`src/hw/occs_pkg.sv`:
```
// Constants, register map and source decode for the clock selector.
// Assumes a 32-bit APB slave with byte addresses, one word per register.
package occs_pkg;

  // Register byte addresses
  localparam int unsigned     APB_AW    = 12;
  localparam logic [11:0]     ADDR_CTRL = 12'h000;
  localparam logic [11:0]     ADDR_STAT = 12'h004;
  localparam logic [11:0]     ADDR_CFG  = 12'h008;

  // Control register fields
  localparam int unsigned     CTRL_SCS_LSB  = 0;
  localparam int unsigned     CTRL_IRCF_LSB = 3;
  localparam logic [1:0]      SCS_RESET     = 2'h0;
  localparam logic [3:0]      IRCF_RESET    = 4'h7;
  localparam logic [1:0]      SCS_PRIMARY   = 2'h0;
  localparam logic [1:0]      SCS_SECONDARY = 2'h1;

  // Status register bit positions
  localparam int unsigned     STAT_SLOW_RDY = 0;
  localparam int unsigned     STAT_FAST_STB = 1;
  localparam int unsigned     STAT_SEC_RDY  = 2;
  localparam int unsigned     STAT_XTAL_RUN = 3;
  localparam int unsigned     STAT_FAST_RDY = 4;

  // Configuration register fields (stand-in for the configuration word)
  localparam int unsigned     CFG_MODE_LSB  = 0;
  localparam int unsigned     CFG_CLKOUT    = 3;
  localparam int unsigned     CFG_TWO_SPEED = 4;
  localparam int unsigned     CFG_FAILMON   = 5;
  localparam int unsigned     CFG_PWRDLY    = 6;
  localparam int unsigned     CFG_W         = 7;
  localparam logic [6:0]      CFG_RESET_DEFAULT = 7'h04;

  // Oscillator configuration modes
  localparam logic [2:0]      MODE_LOW_GAIN  = 3'h0;
  localparam logic [2:0]      MODE_MED_GAIN  = 3'h1;
  localparam logic [2:0]      MODE_HIGH_GAIN = 3'h2;
  localparam logic [2:0]      MODE_EXT_RC    = 3'h3;
  localparam logic [2:0]      MODE_INTERNAL  = 3'h4;

  // Crystal start-up oscillation count
  localparam int unsigned     XTAL_STARTUP_EDGES = 1024;
  localparam int unsigned     FAST_DIV_W         = 9;

  typedef enum logic [1:0] {
    SRC_NONE, SRC_PRIMARY, SRC_SECONDARY, SRC_INTERNAL
  } occs_src_t;

  // Codes 0000 and 0001 pick the slow oscillator
  function automatic logic occs_ircf_slow(input logic [3:0] f);
    return f[3:1] == 3'h0;
  endfunction

  // Power of two dividing the fast oscillator for each code
  function automatic logic [3:0] occs_ircf_div(input logic [3:0] f);
    case (f)
      4'hF: return 4'h0;
      4'hE: return 4'h1;
      4'hD: return 4'h2;
      4'hC: return 4'h3;
      4'hB: return 4'h4;
      4'hA, 4'h7: return 4'h5;
      4'h9, 4'h6: return 4'h6;
      4'h8, 4'h5: return 4'h7;
      4'h4: return 4'h8;
      default: return 4'h9;
    endcase
  endfunction

endpackage

```
`src/hw/occs_edge_mon.sv`:
```
// Synchroniser and edge counter for one free-running oscillator input.
// Assumes the oscillator is much slower than pclk.
`timescale 1ns/1ps
module occs_edge_mon #(
  parameter int unsigned TARGET = 1
) (
  // Clock and control
  input  wire logic clk,
  input  wire logic rst_n,
  input  wire logic ce,
  input  wire logic clear,
  // Oscillator
  input  wire logic async_in,
  // Results
  output logic      level,
  output logic      rise,
  output logic      seen,
  output logic      reached
);
  localparam int unsigned CW = $clog2(TARGET + 1);
  localparam logic [CW-1:0] TGT = CW'(TARGET);

  if (TARGET < 1) begin : g_chk
    $error("occs_edge_mon: TARGET must be at least 1");
  end

  logic          sync1_ff;
  logic          sync2_ff;
  logic          prev_ff;
  logic [CW-1:0] cnt_ff;

  always_ff @(posedge clk or negedge rst_n) begin
    if (!rst_n) begin
      sync1_ff <= 1'b0;
      sync2_ff <= 1'b0;
      prev_ff  <= 1'b0;
    end else if (ce) begin
      sync1_ff <= async_in;
      sync2_ff <= sync1_ff;
      prev_ff  <= sync2_ff;
    end
  end

  // Saturates so a long-running oscillator never wraps back to not-ready
  always_ff @(posedge clk or negedge rst_n) begin
    if (!rst_n) begin
      cnt_ff <= '0;
    end else if (ce) begin
      if (clear) begin
        cnt_ff <= '0;
      end else if (rise && cnt_ff != TGT) begin
        cnt_ff <= cnt_ff + 1'b1;
      end
    end
  end

  assign level   = sync2_ff;
  assign rise    = sync2_ff & ~prev_ff;
  assign seen    = cnt_ff != '0;
  assign reached = cnt_ff == TGT;
endmodule

```
`src/hw/occs_top.sv`:
```
// System clock source control with APB registers and glitch-free switch.
// Assumes oscillator outputs arrive as asynchronous levels well below pclk;
// the system clock is rebuilt in the pclk domain from sampled levels.
`timescale 1ns/1ps
// Behaviour
// - Crystal modes count 1024 oscillations before use
// - Count starts after power delay, and wake-up
// - Hold CPU while counting unless monitor/two-speed
// - Secondary crystal selectable as run-time clock
// - Config bit picks clock-out or GPIO pin
// - Internal mode frees primary input pin
// - Internal config means internal clock after reset
// - Fast oscillator runs for fast internal selections
// - Slow oscillator runs when selected or needed
// - Slow oscillator ticks timers and monitor
// - Status bit shows fast oscillator running
// - Status bit shows fast oscillator settled
// - Status bit shows slow oscillator running
// - Frequency field picks divided or slow source
// - Frequency field resets to 0111
// - Duplicate frequency codes on same or other source
// - Switch: start, wait fall, hold low, rise
// - Same-source frequency change skips start-up delay
// - Status register tracks both oscillators live
// - Software selects among three clock sources
// - Select 00 config, 01 secondary, 1x internal
// - Source select clears on every reset
module occs_top
  import occs_pkg::*;
#(
  parameter int unsigned FAST_STABLE_EDGES = 64,
  parameter logic [6:0]  CFG_RESET         = CFG_RESET_DEFAULT
) (
  // Clock, reset, enable
  input  wire logic              pclk,
  input  wire logic              presetn,
  input  wire logic              ce,
  // APB slave
  input  wire logic              psel,
  input  wire logic              penable,
  input  wire logic              pwrite,
  input  wire logic [APB_AW-1:0] paddr,
  input  wire logic [31:0]       pwdata,
  output logic      [31:0]       prdata,
  output logic                   pready,
  output logic                   pslverr,
  // Oscillator inputs
  input  wire logic              primary_osc_input,
  input  wire logic              secondary_crystal_in,
  input  wire logic              fast_internal_osc,
  input  wire logic              slow_internal_osc,
  // Power state
  input  wire logic              sleep_active,
  input  wire logic              powerup_delay_done,
  input  wire logic              powerup_delay_busy,
  input  wire logic              watchdog_timer_enable,
  // Clock and control outputs
  output logic                   sys_clk,
  output logic                   cpu_hold,
  output logic                   fast_osc_en,
  output logic                   slow_osc_en,
  output logic                   slow_osc_tick,
  output logic                   primary_in_gpio,
  output logic                   primary_osc_output_o,
  output logic                   primary_osc_output_oe
);

  if (FAST_STABLE_EDGES < 1) begin : g_chk
    $error("occs_top: FAST_STABLE_EDGES must be at least 1");
  end

  typedef enum logic [1:0] {XS_WAIT_PWR, XS_COUNT, XS_DONE, XS_SLEEP}
    occs_xs_t;
  typedef enum logic [1:0] {SW_IDLE, SW_START, SW_FALL, SW_RISE}
    occs_sw_t;

  logic [1:0]       scs_ff;
  logic [3:0]       ircf_ff;
  logic [CFG_W-1:0] cfg_ff;
  occs_xs_t         xs_ff;
  occs_sw_t         sw_ff;
  occs_src_t        cur_kind_ff;
  logic [3:0]       cur_ircf_ff;
  occs_src_t        pend_kind_ff;
  logic [3:0]       pend_ircf_ff;
  logic             cur_lvl_ff;
  logic             new_lvl_ff;
  logic [FAST_DIV_W-1:0] fast_div_ff;
  logic             sleep_ff;

  logic prim_lvl, prim_done;
  logic sec_lvl, sec_seen;
  logic fast_lvl, fast_rise, fast_seen, fast_stable;
  logic slow_lvl, slow_rise, slow_seen;

  // Oscillator monitors
  occs_edge_mon #(.TARGET(XTAL_STARTUP_EDGES)) u_prim (
    .clk(pclk), .rst_n(presetn), .ce(ce), .clear(xs_ff != XS_COUNT),
    .async_in(primary_osc_input), .level(prim_lvl), .rise(),
    .seen(), .reached(prim_done));
  occs_edge_mon #(.TARGET(1)) u_sec (
    .clk(pclk), .rst_n(presetn), .ce(ce), .clear(1'b0),
    .async_in(secondary_crystal_in), .level(sec_lvl), .rise(),
    .seen(sec_seen), .reached());
  occs_edge_mon #(.TARGET(FAST_STABLE_EDGES)) u_fast (
    .clk(pclk), .rst_n(presetn), .ce(ce), .clear(~fast_osc_en),
    .async_in(fast_internal_osc), .level(fast_lvl), .rise(fast_rise),
    .seen(fast_seen), .reached(fast_stable));
  occs_edge_mon #(.TARGET(1)) u_slow (
    .clk(pclk), .rst_n(presetn), .ce(ce), .clear(~slow_osc_en),
    .async_in(slow_internal_osc), .level(slow_lvl), .rise(slow_rise),
    .seen(slow_seen), .reached());

  logic [2:0] mode;
  logic       xtal_mode;
  logic       early_run;
  logic       apb_access;
  assign mode       = cfg_ff[CFG_MODE_LSB +: 3];
  assign xtal_mode  = mode == MODE_LOW_GAIN || mode == MODE_MED_GAIN ||
                      mode == MODE_HIGH_GAIN;
  assign early_run  = cfg_ff[CFG_TWO_SPEED] | cfg_ff[CFG_FAILMON];
  assign apb_access = psel & penable & pready;

  // APB: one wait state, answer registered in the access phase
  always_ff @(posedge pclk or negedge presetn) begin
    if (!presetn) begin
      pready  <= 1'b0;
      pslverr <= 1'b0;
      prdata  <= '0;
    end else if (ce) begin
      pready  <= psel & penable & ~pready;
      pslverr <= 1'b0;
      prdata  <= '0;
      if (psel & penable & ~pready) begin
        case (paddr)
          ADDR_CTRL: begin
            prdata[CTRL_SCS_LSB +: 2]  <= scs_ff;
            prdata[CTRL_IRCF_LSB +: 4] <= ircf_ff;
          end
          ADDR_STAT: begin
            prdata[STAT_FAST_RDY] <= fast_seen;
            prdata[STAT_FAST_STB] <= fast_stable;
            prdata[STAT_SLOW_RDY] <= slow_seen;
            prdata[STAT_SEC_RDY]  <= sec_seen;
            prdata[STAT_XTAL_RUN] <= cur_kind_ff == SRC_PRIMARY && xtal_mode;
          end
          ADDR_CFG: prdata[CFG_W-1:0] <= cfg_ff;
          default:  pslverr <= 1'b1;
        endcase
      end
    end
  end

  // Control register
  always_ff @(posedge pclk or negedge presetn) begin
    if (!presetn) begin
      scs_ff  <= SCS_RESET;
      ircf_ff <= IRCF_RESET;
    end else if (ce && apb_access && pwrite && paddr == ADDR_CTRL) begin
      scs_ff  <= pwdata[CTRL_SCS_LSB +: 2];
      ircf_ff <= pwdata[CTRL_IRCF_LSB +: 4];
    end
  end

  // Configuration word image; a write takes effect on the next cycle
  always_ff @(posedge pclk or negedge presetn) begin
    if (!presetn) begin
      cfg_ff <= CFG_RESET;
    end else if (ce && apb_access && pwrite && paddr == ADDR_CFG) begin
      cfg_ff <= pwdata[CFG_W-1:0];
    end
  end

  // Crystal start-up sequencing
  always_ff @(posedge pclk or negedge presetn) begin
    if (!presetn) begin
      xs_ff    <= XS_WAIT_PWR;
      sleep_ff <= 1'b0;
    end else if (ce) begin
      sleep_ff <= sleep_active;
      case (xs_ff)
        XS_WAIT_PWR: begin
          if (powerup_delay_done || !cfg_ff[CFG_PWRDLY]) begin
            xs_ff <= XS_COUNT;
          end
        end
        XS_COUNT: begin
          if (sleep_active) begin
            xs_ff <= XS_SLEEP;
          end else if (prim_done) begin
            xs_ff <= XS_DONE;
          end
        end
        XS_DONE: begin
          if (sleep_active) begin
            xs_ff <= XS_SLEEP;
          end
        end
        XS_SLEEP: begin
          if (sleep_ff && !sleep_active) begin
            xs_ff <= XS_COUNT;
          end
        end
        default: xs_ff <= XS_WAIT_PWR;
      endcase
    end
  end

  logic xtal_ok;
  assign xtal_ok = !xtal_mode || xs_ff == XS_DONE;

  // CPU hold while the crystal is unproven
  always_ff @(posedge pclk or negedge presetn) begin
    if (!presetn) begin
      cpu_hold <= 1'b1;
    end else if (ce) begin
      cpu_hold <= !xtal_ok && !early_run;
    end
  end

  // Target source
  occs_src_t tgt_kind;
  logic [3:0] tgt_ircf;
  always_comb begin
    tgt_kind = SRC_INTERNAL;
    tgt_ircf = ircf_ff;
    if (scs_ff == SCS_SECONDARY) begin
      tgt_kind = SRC_SECONDARY;
    end else if (scs_ff == SCS_PRIMARY) begin
      if (mode == MODE_INTERNAL) begin
        tgt_kind = SRC_INTERNAL;
      end else if (xtal_ok) begin
        tgt_kind = SRC_PRIMARY;
      end else if (!early_run) begin
        tgt_kind = SRC_NONE;
      end
    end
    if (tgt_kind != SRC_INTERNAL) begin
      tgt_ircf = '0;
    end
  end

  // Fast oscillator divider chain
  always_ff @(posedge pclk or negedge presetn) begin
    if (!presetn) begin
      fast_div_ff <= '0;
    end else if (ce && fast_rise) begin
      fast_div_ff <= fast_div_ff + 1'b1;
    end
  end

  // Sampled level of a source; both codes per frequency share the chain
  function automatic logic src_level(input occs_src_t k,
                                     input logic [3:0] f);
    logic [3:0] d;
    d = occs_ircf_div(f);
    case (k)
      SRC_PRIMARY:   return prim_lvl;
      SRC_SECONDARY: return sec_lvl;
      SRC_INTERNAL: begin
        if (occs_ircf_slow(f)) begin
          return slow_lvl;
        end else if (d == 4'h0) begin
          return fast_lvl;
        end
        return fast_div_ff[d - 4'h1];
      end
      default:       return 1'b0;
    endcase
  endfunction

  function automatic logic src_ready(input occs_src_t k,
                                     input logic [3:0] f);
    case (k)
      // The edge counter clears once done, so readiness is the count state
      SRC_PRIMARY:   return xtal_ok;
      SRC_SECONDARY: return sec_seen;
      SRC_INTERNAL:  return occs_ircf_slow(f) ? slow_seen : fast_seen;
      default:       return 1'b1;
    endcase
  endfunction

  logic cur_lvl;
  logic new_lvl;
  logic new_ready;
  always_comb begin
    cur_lvl   = src_level(cur_kind_ff, cur_ircf_ff);
    new_lvl   = src_level(pend_kind_ff, pend_ircf_ff);
    new_ready = src_ready(pend_kind_ff, pend_ircf_ff);
  end

  // Glitch-free switch between sources
  always_ff @(posedge pclk or negedge presetn) begin
    if (!presetn) begin
      sw_ff        <= SW_IDLE;
      cur_kind_ff  <= SRC_NONE;
      cur_ircf_ff  <= '0;
      pend_kind_ff <= SRC_NONE;
      pend_ircf_ff <= '0;
      cur_lvl_ff   <= 1'b0;
      new_lvl_ff   <= 1'b0;
    end else if (ce) begin
      cur_lvl_ff <= cur_lvl;
      new_lvl_ff <= new_lvl;
      case (sw_ff)
        SW_IDLE: begin
          if (tgt_kind != cur_kind_ff || tgt_ircf != cur_ircf_ff) begin
            pend_kind_ff <= tgt_kind;
            pend_ircf_ff <= tgt_ircf;
            sw_ff        <= SW_START;
          end
        end
        SW_START: begin
          // A running source passes at once, so same-source moves skip it
          if (new_ready) begin
            sw_ff <= SW_FALL;
          end
        end
        SW_FALL: begin
          if ((cur_lvl_ff && !cur_lvl) || cur_kind_ff == SRC_NONE) begin
            sw_ff <= SW_RISE;
          end
        end
        SW_RISE: begin
          if ((!new_lvl_ff && new_lvl) || pend_kind_ff == SRC_NONE) begin
            cur_kind_ff <= pend_kind_ff;
            cur_ircf_ff <= pend_ircf_ff;
            sw_ff       <= SW_IDLE;
          end
        end
        default: sw_ff <= SW_IDLE;
      endcase
    end
  end

  // System clock rebuilt from the active source, held low in SW_RISE while waiting for the new source's rise
  always_ff @(posedge pclk or negedge presetn) begin
    if (!presetn) begin
      sys_clk <= 1'b0;
    end else if (ce) begin
      sys_clk <= (sw_ff == SW_RISE) ? 1'b0 : cur_lvl;
    end
  end

  // Oscillator enables; the one in use stays on until the switch ends
  logic int_req;
  logic use_fast;
  logic use_slow;
  assign int_req  = mode == MODE_INTERNAL || scs_ff[1];
  assign use_fast = (cur_kind_ff == SRC_INTERNAL &&
                     !occs_ircf_slow(cur_ircf_ff)) ||
                    (pend_kind_ff == SRC_INTERNAL && sw_ff != SW_IDLE &&
                     !occs_ircf_slow(pend_ircf_ff));
  assign use_slow = (cur_kind_ff == SRC_INTERNAL &&
                     occs_ircf_slow(cur_ircf_ff)) ||
                    (pend_kind_ff == SRC_INTERNAL && sw_ff != SW_IDLE &&
                     occs_ircf_slow(pend_ircf_ff));

  always_ff @(posedge pclk or negedge presetn) begin
    if (!presetn) begin
      fast_osc_en   <= 1'b0;
      slow_osc_en   <= 1'b0;
      slow_osc_tick <= 1'b0;
    end else if (ce) begin
      fast_osc_en   <= (int_req && !occs_ircf_slow(ircf_ff)) ||
                       use_fast;
      slow_osc_en   <= (int_req && occs_ircf_slow(ircf_ff)) || use_slow ||
                       powerup_delay_busy || watchdog_timer_enable ||
                       cfg_ff[CFG_FAILMON];
      slow_osc_tick <= slow_rise;
    end
  end

  // Pin ownership; crystal modes leave both pins to the amplifier
  logic clkout_allowed;
  assign clkout_allowed = (mode == MODE_EXT_RC || mode == MODE_INTERNAL) &&
                          cfg_ff[CFG_CLKOUT];
  always_ff @(posedge pclk or negedge presetn) begin
    if (!presetn) begin
      primary_in_gpio       <= 1'b0;
      primary_osc_output_o  <= 1'b0;
      primary_osc_output_oe <= 1'b0;
    end else if (ce) begin
      primary_in_gpio       <= mode == MODE_INTERNAL;
      primary_osc_output_o  <= clkout_allowed & sys_clk;
      primary_osc_output_oe <= clkout_allowed;
    end
  end
endmodule

```
`config.mk`:
```
export PLATFORM = sky130hd
export DESIGN_NAME = occs_top
export DESIGN_NICKNAME = d
export VERILOG_FILES = /design/src/hw/occs_pkg.sv /design/src/hw/occs_edge_mon.sv /design/src/hw/occs_top.sv
export SDC_FILE = /design/constraint.sdc
export NUM_CORES = 1
export LEC_CHECK = 0
export ABC_AREA = 1
export BUFFER_PORTS_ARGS = -buffer_cell sky130_fd_sc_hd__clkbuf_2
export CAP_MARGIN = 15
export CORE_UTILIZATION = 51
export DETAILED_ROUTE_END_ITERATION = 10
export GPL_TIMING_DRIVEN = 1
export PLACE_DENSITY = 0.79
export SLEW_MARGIN = 30
export SYNTH_ARGS = -nofsm -noshare
export SYNTH_HDL_FRONTEND = slang
export SYNTH_SLANG_ARGS = --single-unit
```
`constraint.sdc`:
```
create_clock -name pclk -period 1.95 [get_ports pclk]
set_clock_uncertainty 0.05 [all_clocks]
set_input_delay 0.39 -clock pclk [delete_from_list [all_inputs] [get_ports pclk]]
set_output_delay 0.39 -clock pclk [all_outputs]
set_load 0.05 [all_outputs]
```
Yosys cells after proc, flatten, opt, wreduce, memory -nomap -nowiden. Memory sizes are Yosys's and may differ from the RTL's. Cells that the tools add are included.

Register bits: 90. Input bits: 58. Memory bits (writable): 0. Latch bits: 0. Memories kept: 2. ROM bits: 128.

Memories: (name not given) (words 16, bits a word 4, rd ports 1, clocked after Yosys merged registers in 0, wr ports 0, line occs_pkg.sv:57) `case (f)`; (name not given) (words 16, bits a word 4, rd ports 1, clocked after Yosys merged registers in 0, wr ports 0, line occs_pkg.sv:57).

Equal/unequal tests: 37. Shift-type cells: 0. Reduce and logical (&&, ||, !) cells: 72. Multipliers: 0. Muxes and demuxes: 51. Add/subtract/negate cells: 7. Divide/modulo/power cells: 0. Order comparisons: 2. Bitwise operators: 16.

Operator list (count): 2-to-1 mux 2 bit (14); logical AND 1 bit (22); 2-to-1 mux 11 bit (2); 2-to-1 mux 7 bit (3); 2-to-1 mux 1 bit (20); equality test 2 bit (second input constant) (8); logical OR 1 bit (16); != test 2 bit (second input constant) (8); case mux 2 bit (4 select lines) (2); equality test 12 x 3 -> 1 bit (second input constant) (1); equality test 12 x 4 -> 1 bit (second input constant) (1); logical NOT 12 bit (1); logical NOT 3 bit (4); case mux 2 bit (3 select lines) (2); adder 11 x 1 -> 11 bit (second input constant) (1); equality test 11 bit (second input constant) (1); != test 11 bit (second input constant) (1); equality test 2 x 1 -> 1 bit (second input constant) (5); logical NOT 1 bit (10); logical NOT 2 bit (5); less-than comparator 4 x 5 -> 1 bit (second input constant) (2); AND reduction 5 bit (2); adder 9 x 1 -> 9 bit (second input constant) (1); case mux 1 bit (3 select lines) (3); 25 further kinds (50).

Depth between registers and ports, before layout. Gate-level depths: netlist of run 1.

Depth after elaboration: 15. Mapped depth: 19. Gate-level depth less buffers: 19.

Hierarchy. Synthesis of run 1 repeated with hierarchy kept, for this count alone.

Cells, all modules: 788. Area total of the unflattened synthesis: 5701.7 µm².

Modules (own cells, without submodules): occs_top (cells an instance 536, times used 1, sequential area each 1457.6 µm², area each 3856.2 µm²); occs_edge_mon at u_prim (cells an instance 129, times used 1, sequential area each 350.3 µm², area each 889.6 µm²); occs_edge_mon at u_fast (cells an instance 83, times used 1, sequential area each 250.2 µm², area each 615.6 µm²); occs_edge_mon at u_sec ... (cells an instance 20, times used 2, sequential area each 100.1 µm², area each 170.2 µm²).

Least setup slack after synthesis of run 1. No wires, ideal clock.

Kind: register -> register. Start point: reg pend_ircf_ff[1]. End point: reg cur_kind_ff[1]. Arrival time: 1795 ps. Data required time: 1783 ps. Stages on the path, launching flop included: 20. Path slack: -12 ps. Buffers on the path: 0. Cell sequence: dfrtp_1 > inv_1 > ha_1 > nand2_1 > nand2_1 > nand2_1 > nand2_2 > nand2_1 > nand2_1 > nand3_1 > nand2_1 > nand2_1 > nand2_1 > nand2_1 > nand2_2 > nand2_4 > nand2_4 > nand3_4 > nand2_1 > nand2_1.

Longest elaborated chain between the ends: 10. Elaborated cells between the ends (all ways): 15.

RTL lines: start, declared (line occs_top.sv:85) `logic [3:0] pend_ircf_ff;`; start signal, assigned (line occs_top.sv:309) `pend_ircf_ff <= tgt_ircf;`; parallel branches: the longest is 5 deep, another holds memory (16 x 4 bit); 2-to-1 mux 1 bit (*) (line occs_top.sv:266) `return fast_div_ff[d - 4'h1];`; case mux 1 bit (3 select lines) (*) (line occs_top.sv:257) `case (k)`; logical AND 1 bit (*) (line occs_top.sv:325) `if ((!new_lvl_ff && new_lvl) || pend_kind_ff == SRC_NONE) begin`; logical OR 1 bit (*) (line occs_top.sv:325); AND reduction 3 bit (no line) (*); end signal, assigned (line occs_top.sv:326) `cur_kind_ff <= pend_kind_ff;`; end, declared (line occs_top.sv:82) `occs_src_t cur_kind_ff;`.

Every way passes the cells marked *. The select of a mux whose other input is x is not followed. A chain may end at the register's enable or synchronous reset.

Worst setup path after layout of run 1.
Start point: reg pend_ircf_ff[1]. End point: reg cur_ircf_ff[2].

Longest elaborated chain between the ends: 10. Elaborated cells between the ends (all ways): 15.

RTL lines: parallel branches: the longest is 5 deep, another holds memory (16 x 4 bit); 2-to-1 mux 1 bit (*) (line occs_top.sv:266); case mux 1 bit (3 select lines) (*) (line occs_top.sv:257); logical AND 1 bit (*) (line occs_top.sv:325); logical OR 1 bit (*) (line occs_top.sv:325); AND reduction 3 bit (no line) (*); end signal, assigned (line occs_top.sv:327) `cur_ircf_ff <= pend_ircf_ff;`; end, declared (line occs_top.sv:83) `logic [3:0] cur_ircf_ff;`.

Marked as above.

==> results of run 1 <==
## kinds of logic (layout without fill, tap and decap cells)
family,after synthesis,in the layout,share of synthesized area [%]
simple gates,350,351,29.5
buf+inv,131,236,11.6
compound gates,99,99,11.0
flops,90,90,42.2
fa+ha+maj,15,15,3.50
xor+xnor,12,12,1.96
other cells,1,25,0.0700
mux,1,1,0.210
## per-layer routing
metal	track usage, %	vias up
li1	-	2471
met1	29.6	2478
met2	44.2	255
met3	3.82	63
met4	12.9	0
met5	0	-
## area by class of cell
type / count / share of cell area, %
tap: 136 / 2.49
clock inverter: 6 / 1.65
inverter: 90 / 5.02
sequential: 90 / 33.2
timing repair buffer: 130 / 12.9
clock buffer: 10 / 2.02
multi-input combinational: 503 / 42.8
## what timing repair did
action                     CTS  global route
setup endpoints to repair   17            30
gates cloned                 1             0
setup buffers                8            21
gates resized for setup     26            73
pin swaps                   24            50
## worst register-to-register path, delay by kind of cell, from the launching register on
kind	cells	cell delay [ns]
simple gates	13	1.01
flops	1	0.37
fa+ha+maj	1	0.27
buf+inv	3	0.26
compound gates	1	0.11
## Yosys cell counts, drive strengths merged (2+ instances only)
cell    instances
nor4            6
dfrtp          85
o31ai           3
clkbuf          7
o211ai          3
a22oi           2
a31oi           5
a21oi          18
nor3b           3
nand3          56
inv            89
xor2           12
dfstp           5
nand4          14
nor2           46
a22o            2
a221oi          4
o22ai           5
nand2         210
ha             15
buf            34
nor3           13
o21ai          51
## worst max-delay path by stage
stage                                from         endpoint  depth (start not counted)
after floorplan            cur_ircf_ff[0]         sw_ff[0]                         18
after global placement           xs_ff[0]  pend_kind_ff[0]                         14
final                     pend_ircf_ff[1]   cur_ircf_ff[2]                         18
after detailed placement         xs_ff[0]  pend_kind_ff[0]                         14
after global routing      pend_ircf_ff[0]   cur_ircf_ff[2]                         18
after CTS                 pend_ircf_ff[0]   cur_ircf_ff[2]                         19
## metrics by stage
stage	worst slack, ns	TNS, ns	power [W]	hold WS, ns
6_report	-0.241	-2.74	0.00640	-0.0398
5_1_grt	-0.357	-4.77	0.00672	0.0270
4_1_cts	-0.184	-1.45	0.00608	0.0179
3_5_place_dp	-0.212	-2.41	0.00430	0.401
3_3_place_gp	-0.114	-1.11	0.00421	0.396
2_1_floorplan	0.00238	0	0.00377	0.0444
## power by group
group	total, W	internal, W	switching, W
combinational	0.00241	0.000934	0.00147
clock	0.00160	0.000891	0.000708
sequential	0.00239	0.00214	0.000255
total	0.00640	0.00396	0.00244
## sequential cells by signal, summed over array words and instances (netlist names), 4 cells and up
register and cells:
prdata 7, cur_ircf_ff 4, u_prim.cnt_ff 11, cfg_ff 7, u_fast.cnt_ff 7, pend_ircf_ff 4
ircf_ff 4, fast_div_ff 9
==> impl_metrics.sql, run 1 <==
INSERT INTO impl_metrics (metric_group, metric, value, unit) VALUES
('placed_design', 'globalplace.congestion', '0.945', ''),
('sta', 'hold_viol_final', '21', ''),
('global_route', 'grt_max_degree', '91', ''),
('sta', 'final.hold.worst_slack', '-0.0398', 'ns'),
('sta', 'timing_max_transition_violations_final', '0', ''),
('setup_path', 'reg2reg_to', 'cur_ircf_ff[2]', ''),
('yosys', 'postSynthAreaPerCell', '7.66', 'sq um'),
('status', 'run_status', 'complete, but fails checks', ''),
('yosys', 'yosysUniqueCellTypes', '48', ''),
('flow_run', 'drv.max_cap_violation_count', '0', ''),
('cts', 'clock_latency', '0.38', 'ns'),
('floorplan', 'rows', '37', ''),
('status', 'violated_checks', 'negative hold slack, negative setup slack', ''),
('floorplan', 'die-width', '104', 'microns'),
('cts', 'clock_net_sink_count', '90', ''),
('final_layout', 'area.sequential', '2260', 'sq um'),
('detailed_routing', 'vias', '5267', ''),
('setup_path', 'timing.critical_path.to_type', 'flip-flop', ''),
('floorplan', 'initial_core_util', '52.4', '%'),
('yosys', 'ys_seq_area_share', '42.2', '%'),
('detailed_routing', 'detailedRoute.firstPassIterationCount', '5', ''),
('sta', 'slew-limit-headroom', '66.0', '%'),
('floorplan', 'die_area', '10900', 'sq um'),
('global_route', 'grt_pass1_vias', '4809', ''),
('power', 'power.static_leakage', '3.46', 'nW'),
('detailed_routing', 'route.detailed.wl_per_inst', '15.3', 'microns'),
('setup_path', 'critical_path.n_buffers_inverters', '3', ''),
('global_route', 'grt-ovfl-total', '0', ''),
('detailed_routing', 'met2_length', '7.58', 'mm'),
('floorplan', 'number_of_i_o_pins', '100', ''),
('yosys', 'synthDominantAreaCellType', 'sky130_fd_sc_hd__dfrtp_1', ''),
('final_layout', 'num-nets-final', '897', ''),
('sta', 'setup_violations', '15', ''),
('placed_design', 'post-dp-hpwl', '9.39', 'mm'),
('final_layout', 'drive_above_1_share', '32.1', '%'),
('setup_path', 'cp_top_family', 'simple AND/OR/NAND/NOR gates', ''),
('yosys', 'synth_enable_flop_cells', '0', ''),
('cts', 'max-clock-path-buffers', '2', ''),
('detailed_routing', 'route.top_layer_used', 'met4', ''),
('final_layout', 'diodes', '0', ''),
('cts', 'cts.reportedPaths.clkPinSlew', '0.09', 'ns'),
('setup_path', 'crit_path_max_incr_delay', '0.37', 'ns'),
('worst_hold_path', 'min-delay-path-class', 'input port to async pin', ''),
('final_layout', 'final_util', '66.7', '%'),
('sta', 'max_slew.worst_pin.slew', '0.511', 'ns'),
('floorplan', 'die_height', '104', 'microns'),
('final_layout', 'multi_input_comb_area', '2920', 'sq um'),
('detailed_routing', 'antenna_left', '0', ''),
('final_layout', 'design_area', '6820', 'sq um'),
('placed_design', 'port-buffer-count', '49', ''),
('sta', 'period_share', '112', '%'),
('yosys', 'syn-cell-area', '5360', 'sq um'),
('cts', 'tritoncts', 'done', ''),
('setup_path', 'cp.required', '2.16', 'ns'),
('cts', 'ctsHoldBuffers', '0', ''),
('detailed_routing', 'detail_route.drc_violations', '0', ''),
('final_layout', 'layout.cells.most_common_list', 'sky130_fd_sc_hd__nand2_1, sky130_fd_sc_hd__dfrtp_1, sky130_fd_sc_hd__buf_4', ''),
('detailed_routing', 'detail_route.wirelength', '14.8', 'mm'),
('sta', 'layout_setup_ws', '-0.241', 'ns'),
('detailed_routing', 'drt-vias-per-instance', '5.46', ''),
('floorplan', 'placeableCoreArea', '10200', 'sq um'),
('setup_path', 'slowest_cell_on_the_critical_path', 'sky130_fd_sc_hd__dfrtp_1', ''),
('sta', 'layout_min_cycle_time', '2.19', 'ns'),
('sta', 'timing.fmax', '0.456', 'GHz'),
('yosys', 'synthCells', '699', ''),
('yosys', 'synth-main-ff-cell', 'sky130_fd_sc_hd__dfrtp_1', ''),
('setup_path', 'timing.critical_path.from_type', 'flip-flop', ''),
('yosys', 'yosys_warnings', '0', ''),
('global_route', 'gr-usage-all-layers', '25.1', '%'),
('yosys', 'ys_ff_latch', '90', ''),
('setup_path', 'worstPathArrival', '2.40', 'ns');
No activity file was read; power rests on OpenSTA's default activity.
==> inputs of run 2 (changes only) <==
--- a/config.mk
+++ b/config.mk
@@ -11,6 +11,7 @@
 export CORE_UTILIZATION = 51
 export DETAILED_ROUTE_END_ITERATION = 10
 export GPL_TIMING_DRIVEN = 1
+export HOLD_SLACK_MARGIN = 0.02
 export PLACE_DENSITY = 0.79
 export SLEW_MARGIN = 30
 export SYNTH_ARGS = -nofsm -noshare
==> run 2 against run 1 <==
The flow finishes with violations (negative setup slack). Sequential power barely moved. Clock-buffer cell count unchanged. Die area unchanged. Via count rose by 0.27%.
==> impl_metrics.sql, run 2 (synthesis results as in run 1) <==
INSERT INTO impl_metrics (metric_group, metric, value, unit) VALUES
('status', 'run_status', 'complete, but fails checks', ''),
('flow_run', 'drv.max_cap_violation_count', '0', ''),
('cts', 'htreeDepth', '3', ''),
('sta', 'max_slew.worst_pin.slew', '0.508', 'ns'),
('placed_design', 'post_dp_cell_area', '6000', 'sq um'),
('detailed_routing', 'detail_route.wirelength', '14.8', 'mm'),
('global_route', 'grt_first_pass_wirelength', '21.9', 'mm'),
('setup_path', 'setup.reg_to_reg.worst_slack', '-0.23', 'ns'),
('setup_path', 'reg2reg_depth', '18', ''),
('setup_path', 'cp.required', '2.17', 'ns'),
('detailed_routing', 'drt-vias-per-instance', '5.47', ''),
('final_layout', 'multi_input_comb_area', '2920', 'sq um'),
('power', 'p_per_area', '937', 'nW/um^2'),
('global_route', 'grt-ovfl-total', '0', ''),
('global_route', 'gr-usage-all-layers', '25.1', '%'),
('status', 'violated_checks', 'negative setup slack', ''),
('final_layout', 'top_register', 'u_prim.cnt_ff', ''),
('setup_path', 'reg2reg_to', 'cur_ircf_ff[2]', ''),
('final_layout', 'final_cell_count_no_fill', '966', ''),
('cts', 'max-clock-path-buffers', '2', ''),
('global_route', 'antenna_found_initial', '0', ''),
('detailed_routing', 'first_iter_violations', '481', ''),
('sta', 'period_share', '112', '%'),
('final_layout', 'largest_register_ffs', '11', ''),
('detailed_routing', 'route.detailed.wl_per_inst', '15.3', 'microns'),
('cts', 'clock_latency', '0.39', 'ns'),
('detailed_routing', 'detail_route.drc_violations', '0', ''),
('final_layout', 'area.sequential', '2260', 'sq um'),
('setup_path', 'timing_worst_setup_path_type', 'flip-flop to flip-flop', ''),
('setup_path', 'critPathMaxFanout', '4', ''),
('cts', 'cts.reportedPaths.clkPinSlew', '0.09', 'ns'),
('floorplan', 'rows', '37', ''),
('floorplan', 'number_of_i_o_pins', '100', ''),
('floorplan', 'die_height', '104', 'microns'),
('detailed_routing', 'antenna_left', '0', ''),
('global_route', 'grt_pass1_vias', '4809', ''),
('sta', 'totalNegativeSetupSlack', '-2.56', 'ns'),
('global_route', 'grt_max_degree', '91', ''),
('setup_path', 'crit_path_max_incr_delay', '0.37', 'ns'),
('sta', 'slew-limit-headroom', '66.1', '%'),
('power', 'power.static_leakage', '3.46', 'nW'),
('setup_path', 'timing.critical_path.from_type', 'flip-flop', ''),
('floorplan', 'die-width', '104', 'microns'),
('sta', 'layout_min_cycle_time', '2.18', 'ns'),
('placed_design', 'port-buffer-count', '49', ''),
('cts', 'clock_net_sink_count', '90', ''),
('final_layout', 'area_growth', '27.6', '%'),
('placed_design', 'globalplace.congestion', '0.945', ''),
('sta', 'unrepaired_setup_endpoints_after_global_routing', 'yes', ''),
('final_layout', 'largest_regs', 'u_prim.cnt_ff x11, fast_div_ff x9', ''),
('power', 'report.power.total', '0.00640', 'W'),
('floorplan', 'die_area', '10900', 'sq um'),
('floorplan', 'placeableCoreArea', '10200', 'sq um'),
('setup_path', 'slowest_cell_on_the_critical_path', 'sky130_fd_sc_hd__dfrtp_1', ''),
('final_layout', 'design_area', '6830', 'sq um'),
('cts', 'clock-root-buffer', 'sky130_fd_sc_hd__clkbuf_8', ''),
('final_layout', 'num-nets-final', '898', ''),
('final_layout', 'layout.cells.most_common', 'sky130_fd_sc_hd__nand2_1', ''),
('sta', 'hold_viol_final', '0', ''),
('final_layout', 'layout.cells.most_common_list', 'sky130_fd_sc_hd__nand2_1, sky130_fd_sc_hd__dfrtp_1, sky130_fd_sc_hd__buf_4', ''),
('worst_hold_path', 'hold_depth', '3', ''),
('sta', 'timing_max_transition_violations_final', '0', ''),
('sta', 'layout_setup_ws', '-0.232', 'ns'),
('sta', 'timing.fmax', '0.458', 'GHz'),
('setup_path', 'cp_top_family', 'simple AND/OR/NAND/NOR gates', ''),
('final_layout', 'diodes', '0', ''),
('final_layout', 'final_util', '66.8', '%'),
('detailed_routing', 'vias', '5281', ''),
('worst_hold_path', 'min-delay-path-class', 'input port to flip-flop', ''),
('worst_hold_path', 'min_delay_worst_endpoint', 'u_prim.sync1_ff', ''),
('sta', 'setup_violations', '15', ''),
('worst_hold_path', 'min_from', 'primary_osc_input', ''),
('detailed_routing', 'detailedRoute.firstPassIterationCount', '10', ''),
('setup_path', 'critical_path.n_buffers_inverters', '3', ''),
('cts', 'tritoncts', 'done', ''),
('setup_path', 'timing.critical_path.to_type', 'flip-flop', ''),
('final_layout', 'nFillCells', '775', ''),
('final_layout', 'drive_above_1_share', '32.0', '%'),
('setup_path', 'path_cells', 'inv_2 > ha_4 > nand2_2 > nand2_2 > nand2_4 > nand2_4 > inv_2 > nand3_2 > nand2_2 > a21oi_2 > nand2_1 > nand2_1 > nand2_2 > nand2_4 > nand2_4 > buf_4 > nand4_1 > nand2_1', ''),
('power', 'worst_supply_voltage_drop_on_vdd', '0.765', 'mV'),
('setup_path', 'worstReg2RegStart', 'pend_ircf_ff[1]', ''),
('floorplan', 'initial_core_util', '52.4', '%'),
('placed_design', 'post-dp-hpwl', '9.39', 'mm'),
('placed_design', 'place.detailed.instances', '920', ''),
('setup_path', 'worstPathArrival', '2.40', 'ns'),
('cts', 'cts_made_buffers', '9', '');
run 2: changes by cell type in the layout (fill, tap and decap cells not counted):
cell                            previous run  this run
sky130_fd_sc_hd__dlygate4sd3_1             0         1
run 2: timing repair:
item                                    4_1_cts  5_1_grt
setup buffers                                 8       21
gates cloned                                  1        0
endpoints found under the hold margin         4        0
pin swaps                                    24       50
resized for setup                            26       73
endpoints found under the setup margin       17       30
hold buffers                                  1        0
run 2: area by class of cell:
cell class	count	area share, %
multi-input cells	503	42.7
flip-flops and latches	90	33.1
repair buffers	131	13.0
inverters	90	5.02
well taps	136	2.49
clock buffers	10	2.01
clock inverters	6	1.65
run 2: worst max path at each step:
stage	slack, ns	depth (start not counted)	startpoint	endpoint
final	-0.23	18	pend_ircf_ff[1]	cur_ircf_ff[2]
after global placement	-0.11	14	xs_ff[0]	pend_kind_ff[0]
after detailed placement	-0.21	14	xs_ff[0]	pend_kind_ff[0]
after CTS	-0.18	19	pend_ircf_ff[0]	cur_ircf_ff[2]
after floorplan	0.002	18	cur_ircf_ff[0]	sw_ff[0]
after global routing	-0.36	18	pend_ircf_ff[0]	cur_ircf_ff[2]
run 2: worst min-delay path: cells and delay by family:
| kind | cells | cell delay, ns |
|---|---|---|
| buf+inv | 1 | 0.07 |
| simple gates | 2 | 0.09 |
run 2: power breakdown:
group	internal, W	switching [W]
Combinational	0.000935	0.00148
Clock	0.000891	0.000717
Sequential	0.00214	0.000251
Total	0.00396	0.00244
run 2: routing by layer:
metal | GRT usage [%] | wire length [microns]
met1 | 29.6 | 5710
met4 | 12.9 | 658
met2 | 44.2 | 7460
met3 | 3.82 | 951
met5 | 0 | 0
run 2: metrics by stage:
stage,setup slack (ns),hold WS [ns]
floorplan,0.00238,0.0444
global placement,-0.114,0.396
detailed placement,-0.212,0.401
CTS,-0.184,0.159
global route,-0.357,0.171
finish,-0.232,0.162
==> inputs of run 3 (changes only) <==
--- a/config.mk
+++ b/config.mk
@@ -5,7 +5,6 @@
 export SDC_FILE = /design/constraint.sdc
 export NUM_CORES = 1
 export LEC_CHECK = 0
-export ABC_AREA = 1
 export BUFFER_PORTS_ARGS = -buffer_cell sky130_fd_sc_hd__clkbuf_2
 export CAP_MARGIN = 15
 export CORE_UTILIZATION = 51
==> run 3 against run 2 <==
The flow still finishes with violations (negative setup slack). Total power is 7.6% lower. Critical path type unchanged. Largest cell class unchanged. Utilization is 1.4 points higher. Design area is 2.6% higher. Global-route usage is 1.8 points higher. Synthesized cell count is 20% lower.
==> impl_metrics.sql, run 3 <==
INSERT INTO impl_metrics (metric_group, metric, value, unit) VALUES
('final_layout', 'largest_regs', 'u_prim.cnt_ff x11, fast_div_ff x9', ''),
('cts', 'htreeDepth', '3', ''),
('status', 'violated_checks', 'negative setup slack', ''),
('yosys', 'ys_ff_latch', '90', ''),
('yosys', 'yosysUniqueCellTypes', '83', ''),
('floorplan', 'initial_core_util', '52.2', '%'),
('sta', 'max_slew.worst_pin.slew', '0.599', 'ns'),
('setup_path', 'timing.critical_path.from_type', 'flip-flop', ''),
('sta', 'timing_max_transition_violations_final', '0', ''),
('power', 'power.static_leakage', '3.25', 'nW'),
('yosys', 'yosys-top-cells-count', 'sky130_fd_sc_hd__dfrtp_1, sky130_fd_sc_hd__nand2_1, sky130_fd_sc_hd__inv_1', ''),
('cts', 'tritoncts', 'done', ''),
('floorplan', 'die-width', '105', 'microns'),
('yosys', 'synthDominantAreaCellType', 'sky130_fd_sc_hd__dfrtp_1', ''),
('setup_path', 'critPathMaxFanout', '4', ''),
('detailed_routing', 'detail_route.wirelength', '14.3', 'mm'),
('cts', 'max-clock-path-buffers', '2', ''),
('final_layout', 'top_register', 'u_prim.cnt_ff', ''),
('detailed_routing', 'drt-vias-per-instance', '5.67', ''),
('global_route', 'grt-ovfl-total', '0', ''),
('cts', 'clock_net_sink_count', '90', ''),
('final_layout', 'area_growth', '30.8', '%'),
('sta', 'layout_setup_ws', '-0.482', 'ns'),
('sta', 'period_share', '125', '%'),
('cts', 'clock-root-buffer', 'sky130_fd_sc_hd__clkbuf_8', ''),
('worst_hold_path', 'hold_depth', '2', ''),
('detailed_routing', 'route.detailed.wl_per_inst', '16.6', 'microns'),
('cts', 'cts_made_buffers', '9', ''),
('yosys', 'multiplexer_share_of_the_synthesized_area', '8.80', '%'),
('global_route', 'gr-usage-all-layers', '26.9', '%'),
('final_layout', 'layout.cells.most_common_list', 'sky130_fd_sc_hd__buf_4, sky130_fd_sc_hd__dfrtp_1, sky130_fd_sc_hd__clkbuf_2', ''),
('worst_hold_path', 'min_from', 'pwdata[2]', ''),
('cts', 'cts.reportedPaths.clkPinSlew', '0.10', 'ns'),
('floorplan', 'rows', '37', ''),
('yosys', 'ys_seq_area_share', '42.1', '%'),
('yosys', 'dominant_combinational_cell_family_by_area_after_synthesis', 'simple AND/OR/NAND/NOR gates', ''),
('setup_path', 'timing.critical_path.to_type', 'flip-flop', ''),
('setup_path', 'worst_setup_path_startpoint', 'xs_ff[1]', ''),
('yosys', 'yosys_warnings', '0', ''),
('final_layout', 'nFillCells', '732', ''),
('sta', 'final.hold.worst_slack', '0.202', 'ns'),
('sta', 'totalNegativeSetupSlack', '-7.32', 'ns'),
('power', 'p_per_area', '844', 'nW/um^2'),
('worst_hold_path', 'min-delay-path-class', 'input port to flip-flop', ''),
('placed_design', 'post-dp-hpwl', '10.0', 'mm'),
('cts', 'clock_latency', '0.38', 'ns'),
('yosys', 'synth_most_common_cell', 'sky130_fd_sc_hd__dfrtp_1', ''),
('floorplan', 'placeableCoreArea', '10300', 'sq um'),
('setup_path', 'worstReg2RegStart', 'xs_ff[1]', ''),
('global_route', 'grt_first_pass_wirelength', '23.2', 'mm'),
('placed_design', 'globalplace.congestion', '0.916', ''),
('yosys', 'syn-cell-area', '5360', 'sq um'),
('setup_path', 'timing_worst_setup_path_type', 'flip-flop to flip-flop', ''),
('final_layout', 'largest_register_ffs', '11', ''),
('sta', 'setup_violations', '26', ''),
('final_layout', 'diodes', '0', ''),
('final_layout', 'layout.cells.most_common', 'sky130_fd_sc_hd__buf_4', ''),
('sta', 'layout_min_cycle_time', '2.43', 'ns'),
('flow_run', 'drv.max_cap_violation_count', '0', ''),
('placed_design', 'place.detailed.instances', '829', ''),
('yosys', 'synth-compound-area-share', '16.6', '%'),
('detailed_routing', 'vias', '4867', ''),
('yosys', 'synthAdderAreaFrac', '3.50', '%'),
('setup_path', 'setup.reg_to_reg.worst_slack', '-0.48', 'ns'),
('setup_path', 'reg2reg_depth', '8', ''),
('global_route', 'grt_max_degree', '40', ''),
('floorplan', 'die_area', '10900', 'sq um'),
('global_route', 'antenna_found_initial', '0', ''),
('detailed_routing', 'first_iter_violations', '300', ''),
('detailed_routing', 'antenna_left', '0', ''),
('sta', 'unrepaired_setup_endpoints_after_global_routing', 'yes', ''),
('yosys', 'synthCells', '560', ''),
('status', 'run_status', 'complete, but fails checks', ''),
('global_route', 'grt_pass1_vias', '4966', ''),
('yosys', 'synth_top_area_share', '39.7', '%'),
('detailed_routing', 'detailedRoute.firstPassIterationCount', '5', ''),
('floorplan', 'die_height', '105', 'microns'),
('yosys', 'largest_cells_by_area_after_synthesis', 'sky130_fd_sc_hd__dfrtp_1, sky130_fd_sc_hd__mux2_2, sky130_fd_sc_hd__buf_4', ''),
('worst_hold_path', 'min_delay_worst_endpoint', 'cfg_ff[2]', ''),
('floorplan', 'number_of_i_o_pins', '100', ''),
('sta', 'slew-limit-headroom', '60.0', '%'),
('yosys', 'yosys.area_share.simple', '16.7', '%'),
('setup_path', 'cp.required', '2.17', 'ns'),
('placed_design', 'port-buffer-count', '49', ''),
('sta', 'timing.fmax', '0.411', 'GHz'),
('final_layout', 'drive_above_1_share', '40.2', '%'),
('yosys', 'postSynthAreaPerCell', '9.57', 'sq um'),
('final_layout', 'num-nets-final', '790', ''),
('yosys', 'synthXorXnorAreaFrac', '3.10', '%'),
('final_layout', 'final_cell_count_no_fill', '858', ''),
('yosys', 'synth-main-ff-cell', 'sky130_fd_sc_hd__dfrtp_1', ''),
('setup_path', 'reg2reg_to', 'sw_ff[1]', ''),
('power', 'worst_supply_voltage_drop_on_vdd', '0.514', 'mV'),
('yosys', 'synth_enable_flop_cells', '0', ''),
('setup_path', 'worstPathArrival', '2.65', 'ns'),
('sta', 'hold_viol_final', '0', ''),
('detailed_routing', 'detail_route.drc_violations', '0', ''),
('yosys', 'fraction_of_synthesis_flops_using_an_asynchronous_set_or_reset_pin', '100', '%');
-- run 3: worst max-delay path, cell delays in order, from the launching register on --
cell	delay [ns]
sky130_fd_sc_hd__dfrtp_1	0.43
sky130_fd_sc_hd__ha_4	0.19
sky130_fd_sc_hd__a211oi_4	0.25
sky130_fd_sc_hd__a21oi_2	0.11
sky130_fd_sc_hd__or3_1	0.33
sky130_fd_sc_hd__a211oi_2	0.20
sky130_fd_sc_hd__o2111ai_2	0.18
sky130_fd_sc_hd__o2111ai_2	0.27
sky130_fd_sc_hd__mux2_4	0.32
-- run 3: kinds of logic (layout without fill, tap and decap cells) --
kind of cell / Yosys count / after routing
buffers and inverters: 93 / 231
xor gates and xnor gates: 19 / 19
adders and majority gates: 15 / 15
AOI/OAI and AO/OA: 131 / 131
other: 1 / 25
and+or+nand+nor: 168 / 168
muxes: 43 / 43
DFF: 90 / 90
-- run 3: per-stage QoR --
| stage | cell area, sq um | setup slack, ns | power [W] | utilization (%) |
|---|---|---|---|---|
| finish | 7010 | -0.482 | 0.00592 | 68.2 |
| global route | 7010 | -0.607 | 0.00620 | 68.2 |
| CTS | 6850 | -0.446 | 0.00569 | 66.7 |
| detailed placement | 6460 | -0.532 | 0.00419 | 62.9 |
| global placement | 6460 | -0.452 | 0.00408 | 62.9 |
| floorplan | 5540 | -0.433 | 0.00352 | - |
-- run 3: what timing repair did --
item                                    CTS  global route
gates resized for setup                  28            36
pin swaps                                23            19
setup buffers                            10             4
endpoints found under the setup margin   27            28
endpoints found under the hold margin    20             0
hold buffers                              1             0
-- run 3: layer usage --
metal	track usage (%)	share of wire (%)	vias to the layer above
met1	32.6	41	2383
met2	45.9	51	182
met4	13.8	3.2	0
met3	4.82	4.6	40
li1	-	-	2262
met5	0	0	-
-- run 3: cell type report --
cell class | instances | area (sq um) | area share, %
Sequential cell | 90 | 2260 | 32.2
Inverter | 43 | 166 | 2.37
Multi-Input combinational cell | 401 | 3000 | 42.8
Clock inverter | 6 | 71.3 | 1.02
Timing Repair Buffer | 172 | 1220 | 17.3
Tap cell | 136 | 170 | 2.43
Clock buffer | 10 | 128 | 1.82
-- run 3: how the worst max path moves through the flow --
stage	slack [ns]	to	cells past startpoint
detailed placement	-0.53	sw_ff[1]	8
floorplan	-0.43	sw_ff[1]	11
global placement	-0.45	sw_ff[1]	9
CTS	-0.45	sw_ff[1]	8
global route	-0.61	sw_ff[1]	8
finish	-0.48	sw_ff[1]	8
-- run 3: where the power goes --
part	internal, W	switching, W	leakage, nW
combinational	0.00104	0.00120	1.98
clock	0.000607	0.000720	0.0939
sequential	0.00209	0.000257	1.17
